File: config.mk
export PLATFORM = sky130hd
export DESIGN_NAME = ofcs_top
export DESIGN_NICKNAME = d
export VERILOG_FILES = /design/src/ofcs_pkg.sv /design/src/ofcs_switch_seq.sv /design/src/ofcs_top.sv
export SDC_FILE = /design/constraint.sdc
export NUM_CORES = 1
export LEC_CHECK = 0
export ABC_AREA = 0
export BUFFER_PORTS_ARGS = -buffer_cell sky130_fd_sc_hd__buf_2
export CORE_ASPECT_RATIO = 0.5
export CORE_MARGIN = 1
export CORE_UTILIZATION = 47
export CTS_CLUSTER_SIZE = 8
export DETAILED_ROUTE_END_ITERATION = 10
export PLACE_DENSITY = 0.8
export SKIP_CTS_REPAIR_TIMING = 1
export SYNTH_ARGS = -nofsm -noshare
export SYNTH_HDL_FRONTEND = slang
export SYNTH_SLANG_ARGS = --single-unit
File: constraint.sdc
create_clock -name core_clk_in -period 2.25 [get_ports core_clk_in]
set_input_delay 0.3375 -clock core_clk_in [delete_from_list [all_inputs] [get_ports core_clk_in]]
set_output_delay 0.3375 -clock core_clk_in [all_outputs]
set_load 0.005 [all_outputs]
File: src/ofcs_pkg.sv
// Package of constants and types for the oscillator and clock select block.
// Assumes a single core clock domain and an APB register port.
package ofcs_pkg;
  // Register map and field layout of the oscillator control register.
  localparam logic [11:0] OSC_CTRL_OFFSET = 12'h000;
  localparam int          PLL_BIT         = 7;
  localparam int          FREQ_MSB        = 6;
  localparam int          FREQ_LSB        = 3;
  localparam int          GAP_BIT         = 2;
  localparam int          SEL_MSB         = 1;
  localparam int          SEL_LSB         = 0;
  localparam logic        PLL_RESET       = 1'b0;
  localparam logic [3:0]  FREQ_RESET      = 4'h7;
  localparam logic [1:0]  SEL_RESET       = 2'h0;
  // Cycles the system clock is held off before and after a switch.
  localparam int          GAP_CYCLES      = 4;

  // Frequency select codes.
  localparam logic [3:0] F_HF16M = 4'hf;
  localparam logic [3:0] F_HF8M  = 4'he;
  localparam logic [3:0] F_HF4M  = 4'hd;
  localparam logic [3:0] F_HF2M  = 4'hc;
  localparam logic [3:0] F_HF1M  = 4'hb;
  localparam logic [3:0] F_HF500 = 4'ha;
  localparam logic [3:0] F_HF250 = 4'h9;
  localparam logic [3:0] F_HF125 = 4'h8;
  localparam logic [3:0] F_MF500 = 4'h7;
  localparam logic [3:0] F_MF250 = 4'h6;
  localparam logic [3:0] F_MF125 = 4'h5;
  localparam logic [3:0] F_MF62  = 4'h4;
  localparam logic [3:0] F_HF31  = 4'h3;
  localparam logic [3:0] F_MF31  = 4'h2;

  // Resulting frequencies in hertz.
  localparam logic [24:0] HZ_32M  = 25'd32000000;
  localparam logic [24:0] HZ_16M  = 25'd16000000;
  localparam logic [24:0] HZ_8M   = 25'd8000000;
  localparam logic [24:0] HZ_4M   = 25'd4000000;
  localparam logic [24:0] HZ_2M   = 25'd2000000;
  localparam logic [24:0] HZ_1M   = 25'd1000000;
  localparam logic [24:0] HZ_500K = 25'd500000;
  localparam logic [24:0] HZ_250K = 25'd250000;
  localparam logic [24:0] HZ_125K = 25'd125000;
  localparam logic [24:0] HZ_62K5 = 25'd62500;
  localparam logic [24:0] HZ_31K2 = 25'd31250;
  localparam logic [24:0] HZ_31K  = 25'd31000;

  typedef enum logic [1:0] {
    SRC_CFG      = 2'b00,
    SRC_TIMER    = 2'b01,
    SRC_INTERNAL = 2'b10
  } ofcs_sys_src_t;

  typedef enum logic [1:0] {
    OSC_LF = 2'b00,
    OSC_MF = 2'b01,
    OSC_HF = 2'b10
  } ofcs_osc_t;

  typedef enum logic [1:0] {
    SEQ_IDLE     = 2'b00,
    SEQ_GATE_OFF = 2'b01,
    SEQ_SWAP     = 2'b10,
    SEQ_GATE_ON  = 2'b11
  } ofcs_seq_t;
endpackage : ofcs_pkg

File: src/ofcs_switch_seq.sv
// Break-before-make sequencer that hands a new clock selection over safely.
// Assumes a synchronised active-low reset in the core clock domain.
`timescale 1ns/100ps
`default_nettype none
module ofcs_switch_seq #(
  parameter int unsigned GAP_CYCLES = ofcs_pkg::GAP_CYCLES
) (
  input  wire logic       clk_in,
  input  wire logic       rst_n_in,
  input  wire logic [6:0] req_in,
  output var  logic [6:0] applied_out,
  output var  logic       gate_en_out,
  output logic            busy_out
);
  localparam logic [3:0] GAP_M1 = 4'(GAP_CYCLES - 1);

  ofcs_pkg::ofcs_seq_t state;
  logic [3:0]          cnt;

  assign busy_out = (state != ofcs_pkg::SEQ_IDLE) || (req_in != applied_out);

  always_ff @(posedge clk_in or negedge rst_n_in) begin
    if (!rst_n_in) begin
      state <= ofcs_pkg::SEQ_IDLE;
      cnt   <= 4'h0;
    end else begin
      case (state)
        ofcs_pkg::SEQ_IDLE: begin
          cnt <= 4'h0;
          if (req_in != applied_out) begin
            state <= ofcs_pkg::SEQ_GATE_OFF;
          end
        end
        ofcs_pkg::SEQ_GATE_OFF: begin
          cnt <= cnt + 4'h1;
          if (cnt == GAP_M1) begin
            state <= ofcs_pkg::SEQ_SWAP;
          end
        end
        ofcs_pkg::SEQ_SWAP: begin
          cnt   <= 4'h0;
          state <= ofcs_pkg::SEQ_GATE_ON;
        end
        default: begin
          cnt <= cnt + 4'h1;
          if (cnt == GAP_M1) begin
            state <= ofcs_pkg::SEQ_IDLE;
          end
        end
      endcase
    end
  end

  // The selection changes only while the clock is gated off.
  always_ff @(posedge clk_in or negedge rst_n_in) begin
    if (!rst_n_in) begin
      applied_out <= {ofcs_pkg::PLL_RESET, ofcs_pkg::FREQ_RESET,
                      ofcs_pkg::SEL_RESET};
    end else if (state == ofcs_pkg::SEQ_SWAP) begin
      applied_out <= req_in;
    end
  end

  always_ff @(posedge clk_in or negedge rst_n_in) begin
    if (!rst_n_in) begin
      gate_en_out <= 1'b1;
    end else if (state == ofcs_pkg::SEQ_IDLE && req_in != applied_out) begin
      gate_en_out <= 1'b0;
    end else if (state == ofcs_pkg::SEQ_GATE_ON && cnt == GAP_M1) begin
      gate_en_out <= 1'b1;
    end
  end
endmodule : ofcs_switch_seq
`default_nettype wire

File: src/ofcs_top.sv
// Oscillator frequency and system clock selection with an APB register.
// Assumes the configuration word inputs are static after reset.
`timescale 1ns/100ps
`default_nettype none
module ofcs_top #(
  parameter int unsigned GAP_CYCLES = ofcs_pkg::GAP_CYCLES
) (
  input  wire logic        core_clk_in,
  input  wire logic        arst_n_in,
  input  wire logic        psel_in,
  input  wire logic        penable_in,
  input  wire logic        pwrite_in,
  input  wire logic [11:0] paddr_in,
  input  wire logic [31:0] pwdata_in,
  output var  logic [31:0] prdata_out,
  output logic             pready_out,
  output logic             pslverr_out,
  input  wire logic        cfg_pll_force_in,
  input  wire logic [2:0]  cfg_osc_select_in,
  output var  logic        pll_active_out,
  output var  logic [1:0]  sys_src_out,
  output var  logic [2:0]  cfg_osc_select_out,
  output var  logic [1:0]  int_osc_out,
  output var  logic [24:0] int_freq_hz_out,
  output logic             clk_gate_en_out,
  output logic             switching_out
);
  logic        rst_meta;
  logic        rst_n;
  logic        sw_pll_enable;
  logic [3:0]  int_osc_freq_sel;
  logic [1:0]  sys_clk_select;
  logic [7:0]  ctrl_word;
  logic [6:0]  applied;
  logic        addr_hit;
  logic        wr_en;
  logic        pll_on;
  logic [24:0] next_freq;
  logic [1:0]  next_osc;
  logic [1:0]  next_src;

  always_ff @(posedge core_clk_in or negedge arst_n_in) begin
    if (!arst_n_in) begin
      rst_meta <= 1'b0;
      rst_n    <= 1'b0;
    end else begin
      rst_meta <= 1'b1;
      rst_n    <= rst_meta;
    end
  end

  // APB slave: zero wait states, error on any other address.
  assign addr_hit    = (paddr_in == ofcs_pkg::OSC_CTRL_OFFSET);
  assign pready_out  = 1'b1;
  assign pslverr_out = psel_in && penable_in && !addr_hit;
  assign wr_en       = psel_in && penable_in && pwrite_in && addr_hit;

  always_ff @(posedge core_clk_in or negedge rst_n) begin
    if (!rst_n) begin
      sw_pll_enable    <= ofcs_pkg::PLL_RESET;
      int_osc_freq_sel <= ofcs_pkg::FREQ_RESET;
      sys_clk_select   <= ofcs_pkg::SEL_RESET;
    end else if (wr_en) begin
      sw_pll_enable    <= pwdata_in[ofcs_pkg::PLL_BIT];
      int_osc_freq_sel <= pwdata_in[ofcs_pkg::FREQ_MSB:ofcs_pkg::FREQ_LSB];
      sys_clk_select   <= pwdata_in[ofcs_pkg::SEL_MSB:ofcs_pkg::SEL_LSB];
    end
  end

  always_comb begin
    ctrl_word                                     = 8'h00;
    ctrl_word[ofcs_pkg::PLL_BIT]                  = sw_pll_enable;
    ctrl_word[ofcs_pkg::FREQ_MSB:ofcs_pkg::FREQ_LSB] = int_osc_freq_sel;
    ctrl_word[ofcs_pkg::GAP_BIT]                  = 1'b0;
    ctrl_word[ofcs_pkg::SEL_MSB:ofcs_pkg::SEL_LSB] = sys_clk_select;
  end

  // Read data is captured in the setup phase so it is stable in access.
  always_ff @(posedge core_clk_in or negedge rst_n) begin
    if (!rst_n) begin
      prdata_out <= 32'h0000_0000;
    end else if (psel_in && !penable_in && !pwrite_in) begin
      prdata_out <= addr_hit ? {24'h00_0000, ctrl_word} : 32'h0000_0000;
    end
  end

  ofcs_switch_seq #(
    .GAP_CYCLES (GAP_CYCLES)
  ) u_seq (
    .clk_in      (core_clk_in),
    .rst_n_in    (rst_n),
    .req_in      ({sw_pll_enable, int_osc_freq_sel, sys_clk_select}),
    .applied_out (applied),
    .gate_en_out (clk_gate_en_out),
    .busy_out    (switching_out)
  );

  assign pll_on = cfg_pll_force_in || applied[6];

  always_comb begin
    next_osc  = ofcs_pkg::OSC_HF;
    next_freq = ofcs_pkg::HZ_31K;
    case (applied[5:2])
      ofcs_pkg::F_HF16M: next_freq = pll_on ? ofcs_pkg::HZ_32M
                                            : ofcs_pkg::HZ_16M;
      ofcs_pkg::F_HF8M:  next_freq = pll_on ? ofcs_pkg::HZ_32M
                                            : ofcs_pkg::HZ_8M;
      ofcs_pkg::F_HF4M:  next_freq = ofcs_pkg::HZ_4M;
      ofcs_pkg::F_HF2M:  next_freq = ofcs_pkg::HZ_2M;
      ofcs_pkg::F_HF1M:  next_freq = ofcs_pkg::HZ_1M;
      ofcs_pkg::F_HF500: next_freq = ofcs_pkg::HZ_500K;
      ofcs_pkg::F_HF250: next_freq = ofcs_pkg::HZ_250K;
      ofcs_pkg::F_HF125: next_freq = ofcs_pkg::HZ_125K;
      ofcs_pkg::F_HF31:  next_freq = ofcs_pkg::HZ_31K2;
      ofcs_pkg::F_MF500: begin
        next_osc  = ofcs_pkg::OSC_MF;
        next_freq = ofcs_pkg::HZ_500K;
      end
      ofcs_pkg::F_MF250: begin
        next_osc  = ofcs_pkg::OSC_MF;
        next_freq = ofcs_pkg::HZ_250K;
      end
      ofcs_pkg::F_MF125: begin
        next_osc  = ofcs_pkg::OSC_MF;
        next_freq = ofcs_pkg::HZ_125K;
      end
      ofcs_pkg::F_MF62: begin
        next_osc  = ofcs_pkg::OSC_MF;
        next_freq = ofcs_pkg::HZ_62K5;
      end
      ofcs_pkg::F_MF31: begin
        next_osc  = ofcs_pkg::OSC_MF;
        next_freq = ofcs_pkg::HZ_31K2;
      end
      default: begin
        next_osc  = ofcs_pkg::OSC_LF;
        next_freq = ofcs_pkg::HZ_31K;
      end
    endcase
  end

  always_comb begin
    if (applied[1]) begin
      next_src = ofcs_pkg::SRC_INTERNAL;
    end else if (applied[0]) begin
      next_src = ofcs_pkg::SRC_TIMER;
    end else begin
      next_src = ofcs_pkg::SRC_CFG;
    end
  end

  always_ff @(posedge core_clk_in or negedge rst_n) begin
    if (!rst_n) begin
      pll_active_out     <= 1'b0;
      sys_src_out        <= ofcs_pkg::SRC_CFG;
      cfg_osc_select_out <= 3'h0;
      int_osc_out        <= ofcs_pkg::OSC_MF;
      int_freq_hz_out    <= ofcs_pkg::HZ_500K;
    end else begin
      pll_active_out     <= pll_on;
      sys_src_out        <= next_src;
      cfg_osc_select_out <= cfg_osc_select_in;
      int_osc_out        <= next_osc;
      int_freq_hz_out    <= next_freq;
    end
  end
endmodule : ofcs_top
`default_nettype wire

==> results.md, run 1 <==
* HPWL after DPL at 3.68 mm
* WS Path Type: flip-flop to output pin
* ANT nets after route at 0
* Total die area at 6170 um2
* Slowest stage cell, crit path: dfrtp_1
* Max-slew violations at 0
* Clock latency on the worst-skew pair at 0.32 ns
* CTS Buf Count at 9
* Starting density of the core at 49.3%
* CTS Buffer Depth at 2
* Setup Total Neg Slack at 0 ns
* Sequence of cells on the critical path: xnor2_1, nand4_1, or2_2, buf_2
* Slew margin rel. at 56.4%
* WL per Instance at 13.5 um
* Via density at 5.00
* CTS tree: done
* Worst EP arrival at 1.80 ns
* Hold Crit Class: primary input to flip-flop
* R2R Path Start: u_seq.applied_out[5]
* Antenna diodes at 0
* Status: finished with violations
* Failing checks: design-rule violations
* Tot GR Track Use at 19.4%
* Register area at 1570 um2
* Clk_skew at 0.00621 ns
* Synth Register Bits at 62
* CORE AREA at 5560 um2
* Max Cap Viol at 0
* Critical path launch point type: flip-flop
* Area delta synth->final at 23.4%
* Starting DRT DRC Count at 100
* Worst-Margin Slew at 0.654 ns
* Syn Area/Cell at 11.1 um2
* Reg2reg setup slack at 0.49 ns
* Crit end category: output pin
* CP max stage delay at 0.63 ns
* Final setup violating endpoints at 0
* Hold Path Sink: cfg_osc_select_out[0]
* Port Buffer Count at 69
* Root Buffer: clkbuf_16
* R2r endpoint: u_seq.state[1]
* Vias in the first global route at 1923
* TritonRoute pass-1 iters at 7
* Largest area contributor in the netlist: dfrtp_1
* Crit path max fanout at 15
* Yosys warns at 0
* Unrepaired setup endpoints after global routing: false
* Hold Vio Cnt, Final at 0
* Die height at 56.0 um
* Ys async rst share at 100%
* Worst VDD drop at 0.472 mV
* Final worst-path cycle share at 94.8%
* Largest net degree at the start of global routing at 32
* # IOs at 122
* Yosys top cell area share at 42.9%
* PD cells at 876 nW/um2
* Achievable Freq at 0.469 GHz
* EDFF count, synth at 0
* DIE WIDTH at 110 um
* Num rows at 19
* WP data required at 1.91 ns
* Worst Min Path Start: cfg_osc_select_in[0]
* Initial antenna violation count at 0
* Top-count cell post-synth: dfrtp_1
* Leading post-synthesis cells by cell area: dfrtp_1 (43%), dfstp_2 (14%), buf_4 (7.4%)
* Placed insts at 383
* Tmin final at 2.13 ns
* Hold path depth at 1
* Layout cell share with drive strength beyond 1 at 36.4%
* # clock sinks at 62
* Most used flip-flop cell after synthesis: dfrtp_1
* CP Buf/Inv Count at 1
* First-pass GRT wire length at 8.73 mm
* Sequential-to-total area share from yosys stat at 57.2%
* Post-Syn Area at 2740 um2
* Placer Congestion at 0.868
* Drt total wl at 5.39 mm
* Top post-synthesis cells by count: dfrtp_1 (47), buf_4 (27), nor2_1 (17), o21ai_0 (17), nand2_1 (16)
* Multi-input logic area at 975 um2
* Non-filler instance count after layout at 400
* Gr ovfl total at 0
* CP top delay family: flip-flops
* Layout Nets at 380
* Fill cells at 422
* Synth unique cells at 41
* Reg2reg path depth at 4
* H-tree depth at 3
* Pleak at 0.00169 uW
* Clock transition at path regs at 0.05 ns
* DR vias at 1998
* # DRC at 1
* Syn Inst Count at 247
-- cell usage in the layout (no fill, tap or decap), types with 2 or more instances in the layout --
cell type and n:
conb_1 28, xnor2_1 8, mux2_2 11, nand4_1 2
or3b_2 2, clkbuf_1 2, buf_4 5, o22ai_1 2
inv_1 9, nand3_1 5, xor2_1 2, clkbuf_16 9
a21oi_1 13, nand2_1 16, buf_2 69, a22o_1 7
clkbuf_8 2, nand2b_1 2, ha_1 5, nor3_1 6
nor2_1 17, o21ai_0 17, dfrtp_1 46, a211oi_1 2
o21a_1 2, nor4_1 3, dfstp_2 15
-- sequential cells by signal, summed over array words and instances, names as in the netlist --
| name | count |
|---|---|
| u_seq.cnt | 4 |
| rst_meta | 1 |
| int_osc_freq_sel | 4 |
| cfg_osc_select_out | 3 |
| sys_src_out | 2 |
| u_seq.applied_out | 7 |
| int_freq_hz_out | 24 |
| u_seq.state | 2 |
| sys_clk_select | 2 |
| sw_pll_enable | 1 |
| prdata_out | 7 |
| u_seq.gate_en_out | 1 |
| rst_n | 1 |
| int_osc_out | 2 |
| pll_active_out | 1 |
-- layout make-up --
cell class / instances / area share (%)
clock buffers: 13 / 7.68
clock inverters: 3 / 1.26
inverters: 9 / 0.997
multi-input cells: 164 / 28.8
flip-flops and latches: 62 / 46.4
well taps: 73 / 2.70
repair buffers: 76 / 12.2
-- worst max-delay path by stage --
stage                                 end  cells past startpoint  slack (ns)                 start
detailed placement          switching_out                      4        0.49  u_seq.applied_out[5]
global route                switching_out                      4       0.007  u_seq.applied_out[5]
global placement            switching_out                      4        0.50  u_seq.applied_out[5]
finish                      switching_out                      4        0.12  u_seq.applied_out[5]
CTS                         switching_out                      4        0.12  u_seq.applied_out[5]
floorplan           cfg_osc_select_out[0]                      0        0.42                 rst_n
-- per-stage QoR --
stage / util (%) / total power [uW] / hold WS [ns] / area [um2] / worst slack, ns
6_report: 60.9 / 2970 / 0.125 / 3390 / 0.117
3_5_place_dp: 55.3 / 1600 / 0.123 / 3070 / 0.493
2_1_floorplan: - / 1520 / 0.0419 / 2840 / 0.422
4_1_cts: 60.7 / 3000 / -0.226 / 3380 / 0.125
3_3_place_gp: 55.3 / 1580 / 0.124 / 3070 / 0.500
5_1_grt: 60.9 / 3110 / 0.106 / 3390 / 0.00673
-- logic make-up (layout without fill, tap and decap cells) --
group	count (synthesis)	count (layout)	share of synthesized area (%)
other cells	2	28	0.274
compound gates	51	51	11.6
xor+xnor	10	10	3.19
fa+ha+maj	5	5	2.28
mux	11	11	4.51
flops	62	62	57.2
simple gates	59	59	10.1
buf+inv	47	101	10.8
-- report_power, final --
group          internal, uW  switching (uW)  total (uW)
clock                   914             446        1360
combinational           167             206         373
sequential             1180            53.1        1230
-- per-layer routing --
metal	vias to the layer above	GRT usage, %	routed length, um
met5	-	0	0
met4	0	10.7	88
met3	9	7.61	386
met2	94	31.4	2770
met1	962	22.1	2150
li1	933	-	-
(Power assumes the default switching activity.)
==> run 2: changes to the inputs <==
- PLACE_DENSITY: 0.8 -> 0.82
==> run 2 against run 1 <==
  * The run now ends clean
  * Sequential share of layout area rose by 0.18 points
  * Die area did not move
  * Flip-flop and latch count did not move
  * Clock-buffer cell count fell by 2
  * Combinational power barely moved
  * Hold slack got worse by 0.0054 ns
  * Sequential power barely moved
  * Total power fell by 0.48%
  * First-iteration DRC count rose by 16%
  * Largest power group unchanged
  * Via count rose by 0.35%
  * Final area fell by 0.15%
==> results.md, run 2 (synthesized netlist as in run 1, its figures left out) <==
* Status: finished, final reports clean
* WP data required at 1.91 ns
* Worst-Margin Slew at 0.581 ns
* R2r endpoint: u_seq.state[1]
* Biggest register: int_freq_hz_out
* Non-filler instance count after layout at 399
* # DRC at 0
* Clk_skew at 0.00479 ns
* Hold Crit Class: primary input to flip-flop
* Max reg flops at 24
* Tmin final at 2.16 ns
* ANT nets after route at 0
* WL per Instance at 13.9 um
* Top Layer Used: met4
* Pleak at 0.00168 uW
* Max-slew violations at 0
* CTS tree: done
* Post-layout util at 60.8%
* Crit end category: output pin
* WL met1 at 2.26 mm
* Layout Nets at 379
* HPWL after DPL at 3.85 mm
* Antenna diodes at 0
* Total die area at 6170 um2
* Worst Min Path Start: cfg_osc_select_in[1]
* CTS Buffer Depth at 2
* DIE WIDTH at 110 um
* Starting density of the core at 49.3%
* Unrepaired setup endpoints after global routing: false
* Biggest regs: int_freq_hz_out (24), prdata_out (7), u_seq.applied_out (7)
* Sequence of cells on the critical path: xnor2_1, nand4_1, or2_2, buf_2
* Hold path depth at 1
* Worst EP arrival at 1.82 ns
* Layout cell share with drive strength beyond 1 at 36.5%
* Largest net degree at the start of global routing at 35
* Gr ovfl total at 0
* # IOs at 122
* First-pass GRT wire length at 8.92 mm
* Crit path max fanout at 19
* Hold Path Sink: cfg_osc_select_out[1]
* Starting DRT DRC Count at 116
* DR vias at 2005
* CP max stage delay at 0.72 ns
* Slowest stage cell, crit path: dfstp_4
* Placer Congestion at 0.880
* Worst VDD drop at 0.504 mV
* Placed instance area at 3070 um2
* Via density at 5.03
* Port Buffer Count at 69
* Final setup violating endpoints at 0
* Max Cap Viol at 0
* Slew margin rel. at 61.2%
* Initial antenna violation count at 0
* Num rows at 19
* Commonest non-fill, non-tap cell in the layout: buf_2
* H-tree depth at 3
* Vias in the first global route at 1930
* Hold Vio Cnt, Final at 0
* WS Path Type: flip-flop to output pin
* Placed insts at 382
* Drt total wl at 5.53 mm
* Fin area at 3380 um2
* PD cells at 873 nW/um2
* Reg2reg setup slack at 0.46 ns
* Tot GR Track Use at 19.5%
* Achievable Freq at 0.463 GHz
* TritonRoute pass-1 iters at 4
* Final worst-path cycle share at 95.9%
* Die height at 56.0 um
* Power, Total at 2950 uW
* Root Buffer: clkbuf_16
* Setup Total Neg Slack at 0 ns
* Met2 Wirelength at 2.80 mm
* Area delta synth->final at 23.3%
* Metal3 WL at 393 um
* Clock transition at path regs at 0.05 ns
* R2R Path Start: u_seq.cnt[0]
* Clock latency on the worst-skew pair at 0.32 ns
* Most frequent cells in the layout: buf_2 (69), dfrtp_1 (46), conb_1 (28)
* # clock sinks at 62
* CORE AREA at 5560 um2
* Critical path launch point type: flip-flop
* Reg2reg path depth at 5
* CTS Buf Count at 9
[run 2: changes by cell type in the layout (fill, tap and decap cells not counted), sizes merged]
| cell | before | now |
|---|---|---|
| clkinv | 1 | 2 |
| buf | 75 | 74 |
| clkbuf | 13 | 11 |
| clkinvlp | 1 | 2 |
[run 2: metal layers]
layer	GRT usage, %	up-vias
li1	-	933
met1	23.5	980
met2	32.0	80
met3	7.03	12
met4	7.43	0
met5	0	-
[run 2: critical path: cells and delay by family, from the launching register on]
kind	cells	cell delay, ns
xor gates and xnor gates	1	0.14
buffers and inverters	1	0.13
DFF	1	0.72
and+or+nand+nor	2	0.51
[run 2: how the worst max path moves through the flow]
stage	to	startpoint	slack [ns]
final	switching_out	u_seq.applied_out[2]	0.09
after global routing	switching_out	u_seq.applied_out[2]	0.0009
after CTS	switching_out	u_seq.applied_out[2]	0.08
after detailed placement	switching_out	u_seq.applied_out[2]	0.44
after global placement	switching_out	u_seq.applied_out[2]	0.44
after floorplan	cfg_osc_select_out[0]	rst_n	0.42
[run 2: final cells by class]
type / count / area [um2]
clock buffers: 11 / 243
clock inverters: 5 / 58.8
fillers: 421 / 2180
inverters: 9 / 33.8
multi-input cells: 164 / 975
flip-flops and latches: 62 / 1580
well taps: 73 / 91.3
repair buffers: 75 / 405
[run 2: where the power goes]
group	total (uW)	switching, uW	internal, uW
registers	1230	49.5	1180
clock network	1350	464	885
logic	374	208	166
total	2950	721	2230
[run 2: per-stage QoR]
step	hold slack [ns]	setup WS (ns)
5_1_grt	0.112	0.000937
3_5_place_dp	0.125	0.440
4_1_cts	-0.221	0.0755
6_report	0.120	0.0920
3_3_place_gp	0.122	0.437
2_1_floorplan	0.0419	0.422
